<file path="config.mk">
export PLATFORM = sky130hd
export DESIGN_NAME = tmr3_timer
export DESIGN_NICKNAME = d
export VERILOG_FILES = /design/src/core/tmr3_pkg.sv /design/src/core/tmr3_timer.sv
export VERILOG_INCLUDE_DIRS = /design/src /design/src/core
export SDC_FILE = /design/constraint.sdc
export NUM_CORES = 1
export LEC_CHECK = 0
export ABC_AREA = 1
export BUFFER_PORTS_ARGS = -buffer_cell sky130_fd_sc_hd__buf_2
export CAP_MARGIN = 20
export CORE_ASPECT_RATIO = 1.75
export CORE_MARGIN = 4
export CORE_UTILIZATION = 35
export CTS_CLUSTER_SIZE = 20
export DETAILED_ROUTE_END_ITERATION = 8
export HOLD_SLACK_MARGIN = 0.08
export PLACE_DENSITY_LB_ADDON = 0.1
export SLEW_MARGIN = 15
export SYNTH_ARGS = -nofsm -noshare
export SYNTH_HDL_FRONTEND = slang
export SYNTH_SLANG_ARGS = --single-unit
</file>
<file path="constraint.sdc">
create_clock -name sys_clk -period 5.5 [get_ports sys_clk]
set_input_delay 0.825 -clock sys_clk [delete_from_list [all_inputs] [get_ports sys_clk]]
set_output_delay 0.825 -clock sys_clk [all_outputs]
set_load 0.02 [all_outputs]
</file>
<file path="src/core/tmr3_defines.svh">
// constants for the three channel timer control block
// Operation
// RULE_01: pin direction bit 0: 0 makes pin an input, 1 drives rtc tick out.
// RULE_02: pin direction register resets to zero, kept through standby.
// RULE_03: reserved bits read zero; software writes zero there.
// RULE_04: run bits 2..0 halt channel at 0, count at 1; reset to 0.
// RULE_05: run register clears on reset; rtc-clocked channels keep run in standby.
// RULE_06: in standby, pll change or module stop clears run for non-rtc channels.
// RULE_07: channel control registers reset to zero and persist through standby.
// RULE_08: channel 2 capture flag bit 9 sets on capture; write 0 clears.
// RULE_09: underflow flag bit 8 sets on underflow; write 0 clears, 1 ignored.
// RULE_10: capture control 00 off, 10 on without irq, 11 on with irq.
// RULE_11: software sets pin as input before using capture.
// RULE_12: on selected pin edge, channel 2 counter copies into capture register.
// RULE_13: underflow irq enable bit 5 gates underflow flag onto request.
// RULE_14: edge select bits 4..3: 00 rising, 01 falling, 1x both edges.
// RULE_15: prescale 000..011 clock/4,16,64,256; 100 rtc tick; 101 pin input.
// RULE_16: software never writes prescale 110, 111 or capture control 01.
// RULE_17: software sets port mode bits to 00 before using timer pin.
// RULE_18: running counter decrements; at zero reloads, sets underflow, keeps going.
// RULE_19: a 32-bit counter read returns one coherent buffered value.
// RULE_20: irq levels: flag and enable; capture irq: flag and code 11.
`ifndef TMR3_DEFINES_SVH
`define TMR3_DEFINES_SVH

// ************************************************************
// register offsets
// ************************************************************
`define TMR3_OFS_DIR 8'h00
`define TMR3_OFS_RUN 8'h02
`define TMR3_OFS_RELOAD0 8'h04
`define TMR3_OFS_COUNT0 8'h08
`define TMR3_OFS_CTRL0 8'h0c
`define TMR3_CHAN_STRIDE 8'h0c
`define TMR3_OFS_CAPTURE 8'h28

// ************************************************************
// field positions
// ************************************************************
`define TMR3_BIT_PIN_OUT 0
`define TMR3_BIT_CAP_FLAG 9
`define TMR3_BIT_UNF 8
`define TMR3_BIT_CAP_HI 7
`define TMR3_BIT_CAP_LO 6
`define TMR3_BIT_UNDERFLOW_IRQ_ENABLE 5
`define TMR3_BIT_EDGE_HI 4
`define TMR3_BIT_EDGE_LO 3
`define TMR3_PSC_MSB 2
`define TMR3_PSC_LSB 0

// ************************************************************
// masks and reset values
// ************************************************************
`define TMR3_MASK_DIR 8'h01
`define TMR3_MASK_RUN 8'h07
`define TMR3_MASK_CTRL01 16'h013f
`define TMR3_MASK_CTRL2 16'h03ff
`define TMR3_RST_DIR 8'h00
`define TMR3_RST_RUN 8'h00
`define TMR3_RST_CTRL 16'h0000
`define TMR3_RST_COUNT 32'hffffffff
`define TMR3_RST_CAPTURE 32'h00000000
`define TMR3_RST_DIV 8'h00

`endif

</file>
<file path="src/core/tmr3_pkg.sv">
// types shared by the three channel timer control block
package tmr3_pkg;

  // register bus request from software
  typedef struct packed {
    logic [7:0] addr;
    logic [31:0] wrData;
    logic wrStrobe;
    logic rdStrobe;
  } tmr3_bus_req_t;

  // standby side controls
  typedef struct packed {
    logic standbyMode;
    logic pllRatioChange;
    logic moduleStop;
  } tmr3_standby_t;

  // count clock sources
  typedef enum logic [2:0] {
    TMR3_PSC_DIV4 = 3'b000,
    TMR3_PSC_DIV16 = 3'b001,
    TMR3_PSC_DIV64 = 3'b010,
    TMR3_PSC_DIV256 = 3'b011,
    TMR3_PSC_RTC = 3'b100,
    TMR3_PSC_PIN = 3'b101
  } tmr3_psc_t;

endpackage : tmr3_pkg

</file>
<file path="src/core/tmr3_timer.sv">
// three channel down-counting timer with control, status and capture
`timescale 1ns/1ps
`include "tmr3_defines.svh"

module tmr3_timer #(
  parameter int CHANNELS = 3
) (
  // clock and reset
  input wire logic sys_clk,
  input wire logic reset,
  // register port
  input wire tmr3_pkg::tmr3_bus_req_t busReq,
  output logic [31:0] rdData,
  // timer pin and rtc tick
  input wire logic timerExtPinIn,
  output logic timerExtPinOut,
  output logic timerExtPinOe,
  input wire logic rtcTick,
  // standby controls
  input wire tmr3_pkg::tmr3_standby_t standby,
  // interrupt request levels
  output logic [CHANNELS-1:0] underflowIrq,
  output logic captureIrq
);
  import tmr3_pkg::*;

  localparam int CAP_CH = CHANNELS - 1;

  // ************************************************************
  // state
  // ************************************************************
  logic pinOutputSelect;
  logic [CHANNELS-1:0] runBits;
  logic [31:0] reloadValue [CHANNELS];
  logic [31:0] downCounter [CHANNELS];
  logic [15:0] ctrl [CHANNELS];
  logic [31:0] captureValue;
  logic [7:0] divCount;
  logic pinPrev;
  logic rtcPrev;
  logic pinRise;
  logic pinFall;
  logic rtcRise;
  logic [CHANNELS-1:0] countTick;
  logic [CHANNELS-1:0] underflowEvent;
  logic [CHANNELS-1:0] standbyClear;
  logic captureEvent;
  logic [7:0] next_addr;

  // ************************************************************
  // helpers
  // ************************************************************
  function automatic logic [7:0] chanAddr(input logic [7:0] base,
                                          input int ch);
    chanAddr = base + 8'(ch) * `TMR3_CHAN_STRIDE;
  endfunction : chanAddr

  // selected pin edge seen this cycle
  function automatic logic edgeHit(input logic [15:0] c,
                                   input logic rise,
                                   input logic fall);
    logic hit;
    hit = 1'b0;
    if (c[`TMR3_BIT_EDGE_HI]) begin
      hit = rise | fall; // RULE_14
    end else if (c[`TMR3_BIT_EDGE_LO]) begin
      hit = fall; // RULE_14
    end else begin
      hit = rise; // RULE_14
    end
    edgeHit = hit;
  endfunction : edgeHit

  // count tick for a channel from its prescale field
  function automatic logic clockHit(input logic [15:0] c,
                                    input logic [7:0] div,
                                    input logic rtcEdge,
                                    input logic pinEdgeRise,
                                    input logic pinEdgeFall,
                                    input logic pinIsInput);
    logic hit;
    hit = 1'b0;
    case (c[`TMR3_PSC_MSB:`TMR3_PSC_LSB])
      TMR3_PSC_DIV4: hit = &div[1:0]; // RULE_15
      TMR3_PSC_DIV16: hit = &div[3:0]; // RULE_15
      TMR3_PSC_DIV64: hit = &div[5:0]; // RULE_15
      TMR3_PSC_DIV256: hit = &div[7:0]; // RULE_15
      TMR3_PSC_RTC: hit = rtcEdge; // RULE_15
      TMR3_PSC_PIN: begin
        hit = pinIsInput & edgeHit(c, pinEdgeRise, pinEdgeFall); // RULE_15
      end
      // reserved codes never count
      default: hit = 1'b0;
    endcase
    clockHit = hit;
  endfunction : clockHit

  function automatic logic isRtcClocked(input logic [15:0] c);
    isRtcClocked = c[`TMR3_PSC_MSB:`TMR3_PSC_LSB] == TMR3_PSC_RTC;
  endfunction : isRtcClocked

  function automatic logic [15:0] ctrlMask(input int ch);
    ctrlMask = (ch == CAP_CH) ? `TMR3_MASK_CTRL2 : `TMR3_MASK_CTRL01;
  endfunction : ctrlMask

  // write strobe aimed at one register offset
  function automatic logic wrHit(input tmr3_bus_req_t req,
                                 input logic [7:0] ofs);
    wrHit = req.wrStrobe && req.addr == ofs;
  endfunction : wrHit

  // ************************************************************
  // pin and rtc edge detection
  // ************************************************************
  // pin taken as synchronous: a noisy pin can count twice
  // history flops start at the idle low level, so no false edge
  always_ff @(posedge sys_clk) begin
    if (reset) begin
      pinPrev <= 1'b0;
      rtcPrev <= 1'b0;
    end else begin
      pinPrev <= timerExtPinIn;
      rtcPrev <= rtcTick;
    end
  end

  always_comb begin
    pinRise = timerExtPinIn & ~pinPrev;
    pinFall = ~timerExtPinIn & pinPrev;
    rtcRise = rtcTick & ~rtcPrev;
  end

  // ************************************************************
  // prescaler
  // ************************************************************
  // one shared divider keeps all channels on a common phase
  // so a channel started mid-phase sees a short first period
  always_ff @(posedge sys_clk) begin
    if (reset) begin
      divCount <= `TMR3_RST_DIV;
    end else begin
      divCount <= divCount + 8'h01;
    end
  end

  always_comb begin
    for (int i = 0; i < CHANNELS; i++) begin
      countTick[i] = runBits[i] & clockHit(ctrl[i], divCount, rtcRise,
                                           pinRise, pinFall,
                                           ~pinOutputSelect); // RULE_04
      underflowEvent[i] = countTick[i] &&
                          downCounter[i] == 32'h00000000; // RULE_18
    end
    captureEvent = ctrl[CAP_CH][`TMR3_BIT_CAP_HI] &
                   edgeHit(ctrl[CAP_CH], pinRise, pinFall); // RULE_12
  end

  // ************************************************************
  // pin direction register
  // ************************************************************
  // standby has no effect here: only reset or a software write changes it
  always_ff @(posedge sys_clk) begin
    if (reset) begin
      pinOutputSelect <= 1'(`TMR3_RST_DIR); // RULE_02
    end else if (wrHit(busReq, `TMR3_OFS_DIR)) begin
      pinOutputSelect <= busReq.wrData[`TMR3_BIT_PIN_OUT];
    end
  end

  // pin drives the rtc tick only while selected as output
  always_ff @(posedge sys_clk) begin
    if (reset) begin
      timerExtPinOut <= 1'b0;
    end else begin
      timerExtPinOut <= rtcTick; // RULE_01
    end
  end

  assign timerExtPinOe = pinOutputSelect; // RULE_01

  // ************************************************************
  // run register
  // ************************************************************
  // pll change or module stop in standby drops non-rtc channels
  always_comb begin
    for (int i = 0; i < CHANNELS; i++) begin
      standbyClear[i] = standby.standbyMode &&
                        (standby.pllRatioChange || standby.moduleStop) &&
                        !isRtcClocked(ctrl[i]); // RULE_06
    end
  end

  always_ff @(posedge sys_clk) begin
    if (reset) begin
      runBits <= CHANNELS'(`TMR3_RST_RUN); // RULE_05
    end else begin
      if (wrHit(busReq, `TMR3_OFS_RUN)) begin
        runBits <= busReq.wrData[CHANNELS-1:0]; // RULE_04
      end
      // standby drop overrides a run write in the same cycle
      for (int i = 0; i < CHANNELS; i++) begin
        if (standbyClear[i]) begin
          runBits[i] <= 1'b0; // RULE_06
        end
      end
    end
  end

  // ************************************************************
  // reload and counter registers
  // ************************************************************
  always_ff @(posedge sys_clk) begin
    if (reset) begin
      for (int i = 0; i < CHANNELS; i++) begin
        reloadValue[i] <= `TMR3_RST_COUNT;
      end
    end else begin
      for (int i = 0; i < CHANNELS; i++) begin
        if (busReq.wrStrobe &&
            busReq.addr == chanAddr(`TMR3_OFS_RELOAD0, i)) begin
          reloadValue[i] <= busReq.wrData;
        end
      end
    end
  end

  // a software write beats a count in the same cycle
  // one period spans reload plus one ticks, zero included
  always_ff @(posedge sys_clk) begin
    if (reset) begin
      for (int i = 0; i < CHANNELS; i++) begin
        downCounter[i] <= `TMR3_RST_COUNT;
      end
    end else begin
      for (int i = 0; i < CHANNELS; i++) begin
        if (busReq.wrStrobe &&
            busReq.addr == chanAddr(`TMR3_OFS_COUNT0, i)) begin
          downCounter[i] <= busReq.wrData;
        end else if (underflowEvent[i]) begin
          downCounter[i] <= reloadValue[i]; // RULE_18
        end else if (countTick[i]) begin
          downCounter[i] <= downCounter[i] - 32'h00000001; // RULE_18
        end
      end
    end
  end

  // ************************************************************
  // channel control registers
  // ************************************************************
  // flags: hardware set wins over a clearing write in the same cycle
  // only the low byte is plain storage; flags obey their own rules
  always_ff @(posedge sys_clk) begin
    if (reset) begin
      for (int i = 0; i < CHANNELS; i++) begin
        ctrl[i] <= `TMR3_RST_CTRL; // RULE_07
      end
    end else begin
      for (int i = 0; i < CHANNELS; i++) begin
        if (busReq.wrStrobe &&
            busReq.addr == chanAddr(`TMR3_OFS_CTRL0, i)) begin
          ctrl[i][7:0] <= busReq.wrData[7:0] & 8'(ctrlMask(i)); // RULE_03
          if (!busReq.wrData[`TMR3_BIT_UNF]) begin
            ctrl[i][`TMR3_BIT_UNF] <= 1'b0; // RULE_09
          end
          if (i == CAP_CH && !busReq.wrData[`TMR3_BIT_CAP_FLAG]) begin
            ctrl[i][`TMR3_BIT_CAP_FLAG] <= 1'b0; // RULE_08
          end
        end
        if (underflowEvent[i]) begin
          ctrl[i][`TMR3_BIT_UNF] <= 1'b1; // RULE_09
        end
        if (i == CAP_CH && captureEvent) begin
          ctrl[i][`TMR3_BIT_CAP_FLAG] <= 1'b1; // RULE_08
        end
      end
    end
  end

  // ************************************************************
  // capture register
  // ************************************************************
  // capture ignores the direction bit, unlike pin counting
  always_ff @(posedge sys_clk) begin
    if (reset) begin
      captureValue <= `TMR3_RST_CAPTURE;
    end else if (captureEvent) begin
      captureValue <= downCounter[CAP_CH]; // RULE_12
    end
  end

  // ************************************************************
  // interrupt levels
  // ************************************************************
  // levels, not pulses: software clears the flag to drop them
  always_comb begin
    for (int i = 0; i < CHANNELS; i++) begin
      underflowIrq[i] = ctrl[i][`TMR3_BIT_UNF] &
                        ctrl[i][`TMR3_BIT_UNDERFLOW_IRQ_ENABLE]; // RULE_13 RULE_20
    end
    captureIrq = ctrl[CAP_CH][`TMR3_BIT_CAP_FLAG] &
                 ctrl[CAP_CH][`TMR3_BIT_CAP_HI] &
                 ctrl[CAP_CH][`TMR3_BIT_CAP_LO]; // RULE_10 RULE_20
  end

  // ************************************************************
  // read port
  // ************************************************************
  // whole word latched in one edge, so both halves always match
  assign next_addr = busReq.addr;

  always_ff @(posedge sys_clk) begin
    if (reset) begin
      rdData <= 32'h00000000;
    end else if (busReq.rdStrobe) begin
      // unmapped offsets fall through and read zero
      rdData <= 32'h00000000; // RULE_03
      if (next_addr == `TMR3_OFS_DIR) begin
        rdData <= {31'h0, pinOutputSelect};
      end
      if (next_addr == `TMR3_OFS_RUN) begin
        rdData <= {{(32-CHANNELS){1'b0}}, runBits};
      end
      if (next_addr == `TMR3_OFS_CAPTURE) begin
        rdData <= captureValue;
      end
      for (int i = 0; i < CHANNELS; i++) begin
        if (next_addr == chanAddr(`TMR3_OFS_RELOAD0, i)) begin
          rdData <= reloadValue[i];
        end
        if (next_addr == chanAddr(`TMR3_OFS_COUNT0, i)) begin
          rdData <= downCounter[i]; // RULE_19
        end
        if (next_addr == chanAddr(`TMR3_OFS_CTRL0, i)) begin
          rdData <= {16'h0000, ctrl[i] & ctrlMask(i)}; // RULE_03
        end
      end
    end else begin
      rdData <= 32'h00000000;
    end
  end

endmodule : tmr3_timer

</file>
Word-level counts from Yosys, hierarchy flattened

Memory sizes are Yosys's and may differ from the RTL's.
Index checks and enable logic that the tools add are counted.

Bits in registers: 78
RAM bits: 222
Input port bits: 49
Memories: 3

$add $sub $neg: 4
Equality and inequality tests: 26
Mux-type cells: 126
Bitwise operators: 44
Reduce and logical (&&, ||, !) cells: 38

Memory list:

| memory      | depth | width | rd ports | clocked after memory_dff | write ports | line             | text |
|---|---|---|---|---|---|---|---|
| downCounter | 3     | 32    | 3        | 0                        | 3           | tmr3_timer.sv:35 | `logic [31:0] downCounter [CHANNELS];` |
| reloadValue | 3     | 32    | 3        | 0                        | 3           | tmr3_timer.sv:34 | `logic [31:0] reloadValue [CHANNELS];` |
| ctrl        | 3     | 10    | 3        | 0                        | 3           | tmr3_timer.sv:36 | `logic [15:0] ctrl [CHANNELS];` |

Operator list:

| cell                                                                   | count |
|---|---|
| 32-bit 2-to-1 mux                                                      | 22 |
| 1-bit 2-to-1 mux                                                       | 97 |
| 32-bit zero test                                                       | 3 |
| 32-bit by 1-bit subtractor with 32-bit output (second input constant)  | 3 |
| 8-bit by 5-bit equality test with 1-bit output (second input constant) | 4 |
| 8-bit by 6-bit equality test with 1-bit output (second input constant) | 3 |
| 8-bit 2-to-1 mux                                                       | 3 |
| 1-bit bitwise OR                                                       | 24 |
| 3-bit by 2-bit equality test with 1-bit output (second input constant) | 6 |
| 3-bit equality test (second input constant)                            | 6 |
| 1-bit logical AND                                                      | 18 |
| 1-bit case mux with 6 select lines                                     | 3 |
| 8-bit by 4-bit equality test with 1-bit output (second input constant) | 2 |
| 1-bit bitwise AND                                                      | 15 |
| 10-bit 2-to-1 mux                                                      | 1 |
| 3-bit by 1-bit equality test with 1-bit output (second input constant) | 3 |
| 3-bit zero test                                                        | 3 |
| 8-bit by 1-bit adder with 8-bit output (second input constant)         | 1 |
| 8-bit by 2-bit equality test with 1-bit output (second input constant) | 1 |
| 8-bit by 3-bit equality test with 1-bit output (second input constant) | 1 |
| 8-bit zero test                                                        | 1 |
| 8-bit AND reduction                                                    | 1 |
| 2-bit OR reduction                                                     | 4 |
| 6-bit AND reduction                                                    | 1 |
| other kinds (6)                                                        | 12 |

Logic depth before layout (Yosys ltp)

Depth in word-level cells: 15
Gate-level depth with buffers: 15
Depth with buffers taken out: 14

Worst setup path before layout

OpenSTA, ideal clock, no wires.

Kind: input to register
From: in busReq[41] (netlist name)
To: mem reloadValue[2][0] (netlist: reloadValue[0][64]) (enable)
Library setup time: 466 ps
Arrival time: 4042 ps
Data required time: 5034 ps
Slack: 993 ps
Stages: 7
Cells stage by stage: nor2_4 -> nand3_4 -> or2_4 -> nor2_8 -> inv_2 -> clkbuf_1 -> o21ai_0

RTL lines:

| element            | line             | text |
|---|---|---|
| start: declaration | tmr3_timer.sv:12 | `input wire tmr3_pkg::tmr3_bus_req_t busReq,` |
| end: declaration   | tmr3_timer.sv:34 |  |

==> results list <==
- Startpoint of the lowest-slack register-to-register path: downCounter[0][0]
* Placer congestion estimate: just over 0.9
* Placement row count: roughly 110
- Of the total power, the share spent switching nets is 0.2521.
- Post-cts sizing count: 0
- Sort of element at the end of the critical path: flip-flop
- For this run, design rule violations remaining after detail routing come to 0.
- Summed over all cells, the static leakage comes to 8.042 nW.
- The cell area that synthesis handed to floorplanning was 17010 um^2.
- The worst setup path is launched from a flip-flop.
- Critical-path maximum fanout: 37
- Leading cell types in the layout, fill and taps excluded: sky130_fd_sc_hd__nand2_1, sky130_fd_sc_hd__inv_1, sky130_fd_sc_hd__nor2_1
- After routing, the total negative slack on setup checks comes to 0 ns.
- Headroom to the max-slew limit came out at 0.3035.
- The tree is rooted in a sky130_fd_sc_hd__clkbuf_16.
- Across all register-to-register paths, the minimum setup slack is between 2 and 2.5 ns.
- Num CTS Buffers: 34
* Combined global-route utilization of all metal layers: 0.2714
- 0 antenna diodes ended up in the layout.
- The clock reaches the later pin of the worst-skew pair after 0.55 ns.
* H-tree lvl count: 2
* Placed wire-length estimate: around 55000 um
- Entering global routing, the biggest net connects 65 pins.
* Vias in the first global route: between 15000 and 20000
- Syn-to-layout area delta: 12.71%
- The share of synthesized area in the top cell type comes to 0.3813.
- The first global-routing pass estimated 103600 um of wire.
* Most common cell after layout, fill and taps aside: sky130_fd_sc_hd__nand2_1
* Sequential cell fraction of total power: 0.476
* Top cells by area, synth: sky130_fd_sc_hd__edfxtp_1, sky130_fd_sc_hd__nand2_1, sky130_fd_sc_hd__dfxtp_1
* Cell variety after synth: 52
- In this run, post-CTS hold repair placed 0 buffers.
- Tightest Pin Transition: around 1.0 ns
- The first detailed-routing pass ran for 5 iterations.
* Worst Reg-to-Reg Cells: 12
- Vias/cell: approximately 5.3
* Combinational Power Share: 0.062
- Initial antenna violation count: 0
- Fraction of the cycle the final worst path needs: 0.6344
- The largest total area in the synthesized netlist belongs to sky130_fd_sc_hd__edfxtp_1.
* GRT overflow: 0
- Total cell area at the placement stage: 18040 um^2
* Wirelength, routed: about 73000 um
- In this run the power spent charging and discharging nets is ~1.3 mW.
* Count of synthesis-stage warnings from yosys: 0
- Peak supply drop: between 0.0002 and 0.00025 V
- Register clock-pin slew on the reported worst setup and hold paths: 0.07 ns
- Along the worst hold path, the cell count comes to 1.
* Portion of total power attributed to the clock network: 0.462
- In the final routed layout, each cell accounts on average for between 20 and 30 um.
- Hold is met by roughly 0.44 ns.
- The max-slew violation count came to 0.
- The smallest clock period supported by the final layout is computed as around 3.5 ns.
- Proportion of layout cells with a drive suffix above 1: 0.09916
- Critical setup path kind: flip-flop to flip-flop
- Endpoints failing hold: 0
- Unrepaired setup endpoints after global routing: false
- Run status: finished clean
- Counting every instance in the synthesized netlist gives approximately 2200.
- In this run the worst hold path is classified as flip-flop to flip-flop.
* Detailed-route via count: 15306
* Number of clock sinks seen by CTS: 294
- Port Buf Inserts: 86
* Seq cells post-synth: between 200 and 300
- Endpoint of the most critical register-to-register path: downCounter[0][30]
* Area of the placeable core: 48010 um^2
* Die ar.: 52340 um^2
- The die is between 150 and 200 um wide.
- STA puts the critical path data arrival time at roughly 3.8 ns.
* Total of endpoints with negative setup slack in the final report: 0
- Worst-case clock skew: about 0.031 ns
* Worst min-delay path endpoint: divCount[0]
- Vertical extent of the die: approximately 300 um
- The finished cells cover 19170 um^2.
- 87 I/O pins were placed.
- For the worst setup path, the data required time is ~5.8 ns.
* Sequential cell area fraction in the yosys report: 0.4730
* Number of routed nets with antenna violations: 0
- Initial Util: 0.3543
- Power spread over the standard cell area amounts to between 200 and 300 nW/um^2.
* Layout net count: approximately 2300
- For this block, the initial DRC count from the detailed router was about 1100.
* Max Fclk: around 290 MHz
- In this run the mean area of a mapped cell was between 7 and 8 um^2.
* Max-capacitance violation count: 0
* Post-CTS Setup Inserts: 0
- TritonCTS built the clock tree.
- Maximum number of buffers from clock root to sink: 3
- Int Pwr: approximately 4 mW
* Nets in the synthesized netlist: ~2200
- Worst min-delay path startpoint: divCount[0]
## worst max-delay path by stage
| stage | depth (start not counted) | end | slack, ns | from |
|---|---|---|---|---|
| 4_1_cts | 13 | downCounter[1][31] | 2.02 | downCounter[1][0] |
| 5_1_grt | 13 | downCounter[1][15] | 1.68 | downCounter[1][0] |
| 2_1_floorplan | 7 | reloadValue[0][64] | 0.99 | busReq[41] |
| 3_3_place_gp | 8 | reloadValue[0][42] | 1.74 | busReq[41] |
| 3_5_place_dp | 12 | downCounter[0][13] | 1.71 | busReq[34] |
| 6_report | 12 | downCounter[0][30] | 2.01 | downCounter[0][0] |
## cells in the mapped netlist (all sizes together)
| cell type | count |
|---|---|
| a221oi | 7 |
| buf | 54 |
| and2 | 1 |
| clkbuf | 35 |
| nand4 | 36 |
| nand3 | 139 |
| o21bai | 6 |
| nor3 | 19 |
| o211ai | 47 |
| ha | 6 |
| nand3b | 6 |
| edfxtp | 216 |
| inv | 332 |
| nor4 | 5 |
| a31oi | 21 |
| o22ai | 17 |
| nand2 | 510 |
| xor2 | 57 |
| or2 | 7 |
| o221ai | 3 |
| a21boi | 2 |
| dfxtp | 78 |
| a21oi | 107 |
| nor2 | 286 |
| clkinv | 3 |
| o21a | 1 |
| o21ai | 157 |
| o311ai | 1 |
| and3 | 1 |
| o31ai | 1 |
| o2111ai | 1 |
| xnor2 | 20 |
## per-stage QoR
step	utilization	std cells	total power, mW	worst slack (ns)
global route	0.3994	2907	5.362	1.684
CTS	0.3994	2907	5.259	2.016
floorplan	-	2182	2.687	0.9926
detailed placement	0.3757	2847	2.867	1.711
global placement	0.3751	2846	2.862	1.739
finish	0.3994	2907	5.234	2.011
## power groups by stage
stage	clock network [mW]	registers [mW]	logic, mW
CTS	2.44	2.49	0.327
global route	2.52	2.50	0.345
global placement	0	2.54	0.322
floorplan	0	2.52	0.167
detailed placement	0	2.54	0.326
finish	2.42	2.49	0.324
## logic make-up (layout without fill, tap and decap cells)
family	count (synthesis)	after routing	share of synthesized area
and+or+nand+nor	1010	1010	0.2586
buffers and inverters	424	501	0.1010
AOI/OAI and AO/OA	371	371	0.1233
DFF	294	294	0.4730
xor gates and xnor gates	77	77	0.03964
adders and majority gates	6	6	0.004413
## worst max-delay path: stages, from the launching register on
cell and delay [ns]:
sky130_fd_sc_hd__edfxtp_1 0.44, sky130_fd_sc_hd__inv_1 0.11, sky130_fd_sc_hd__ha_1 0.22, sky130_fd_sc_hd__nand3_1 0.17
sky130_fd_sc_hd__nor2_4 0.23, sky130_fd_sc_hd__nand4_1 0.23, sky130_fd_sc_hd__nor2_2 0.29, sky130_fd_sc_hd__nand3_2 0.68
sky130_fd_sc_hd__buf_4 0.50, sky130_fd_sc_hd__inv_1 0.14, sky130_fd_sc_hd__nand2_1 0.07, sky130_fd_sc_hd__nand3_1 0.07
sky130_fd_sc_hd__nand3_1 0.09
## final cells by class
| type | instances | area, um^2 |
|---|---|---|
| clock inverter | 17 | 212.7 |
| tap | 648 | 810.8 |
| clock buffer | 43 | 925.9 |
| multi-input combinational | 1464 | 7318 |
| fill | 5161 | 28840 |
| inverter | 335 | 1259 |
| timing repair buffer | 106 | 600.6 |
| sequential | 294 | 8048 |
## layer usage
metal,routed length [um],global-route usage,vias to the layer above
met5,0,0,-
met4,6712,0.2033,0
li1,-,-,7260
met1,24620,0.2676,7351
met2,39260,0.5192,530
met3,2620,0.02246,165
## flip-flops by register name, indices dropped and copies added, names as in the netlist
name / cells
downCounter: 96
reloadValue: 96
captureValue: 32
rdData: 32
ctrl: 24
divCount: 8
runBits: 3
pinPrev: 1
timerExtPinOe: 1
timerExtPinOut: 1
No activity file was read; power rests on OpenSTA's default activity.
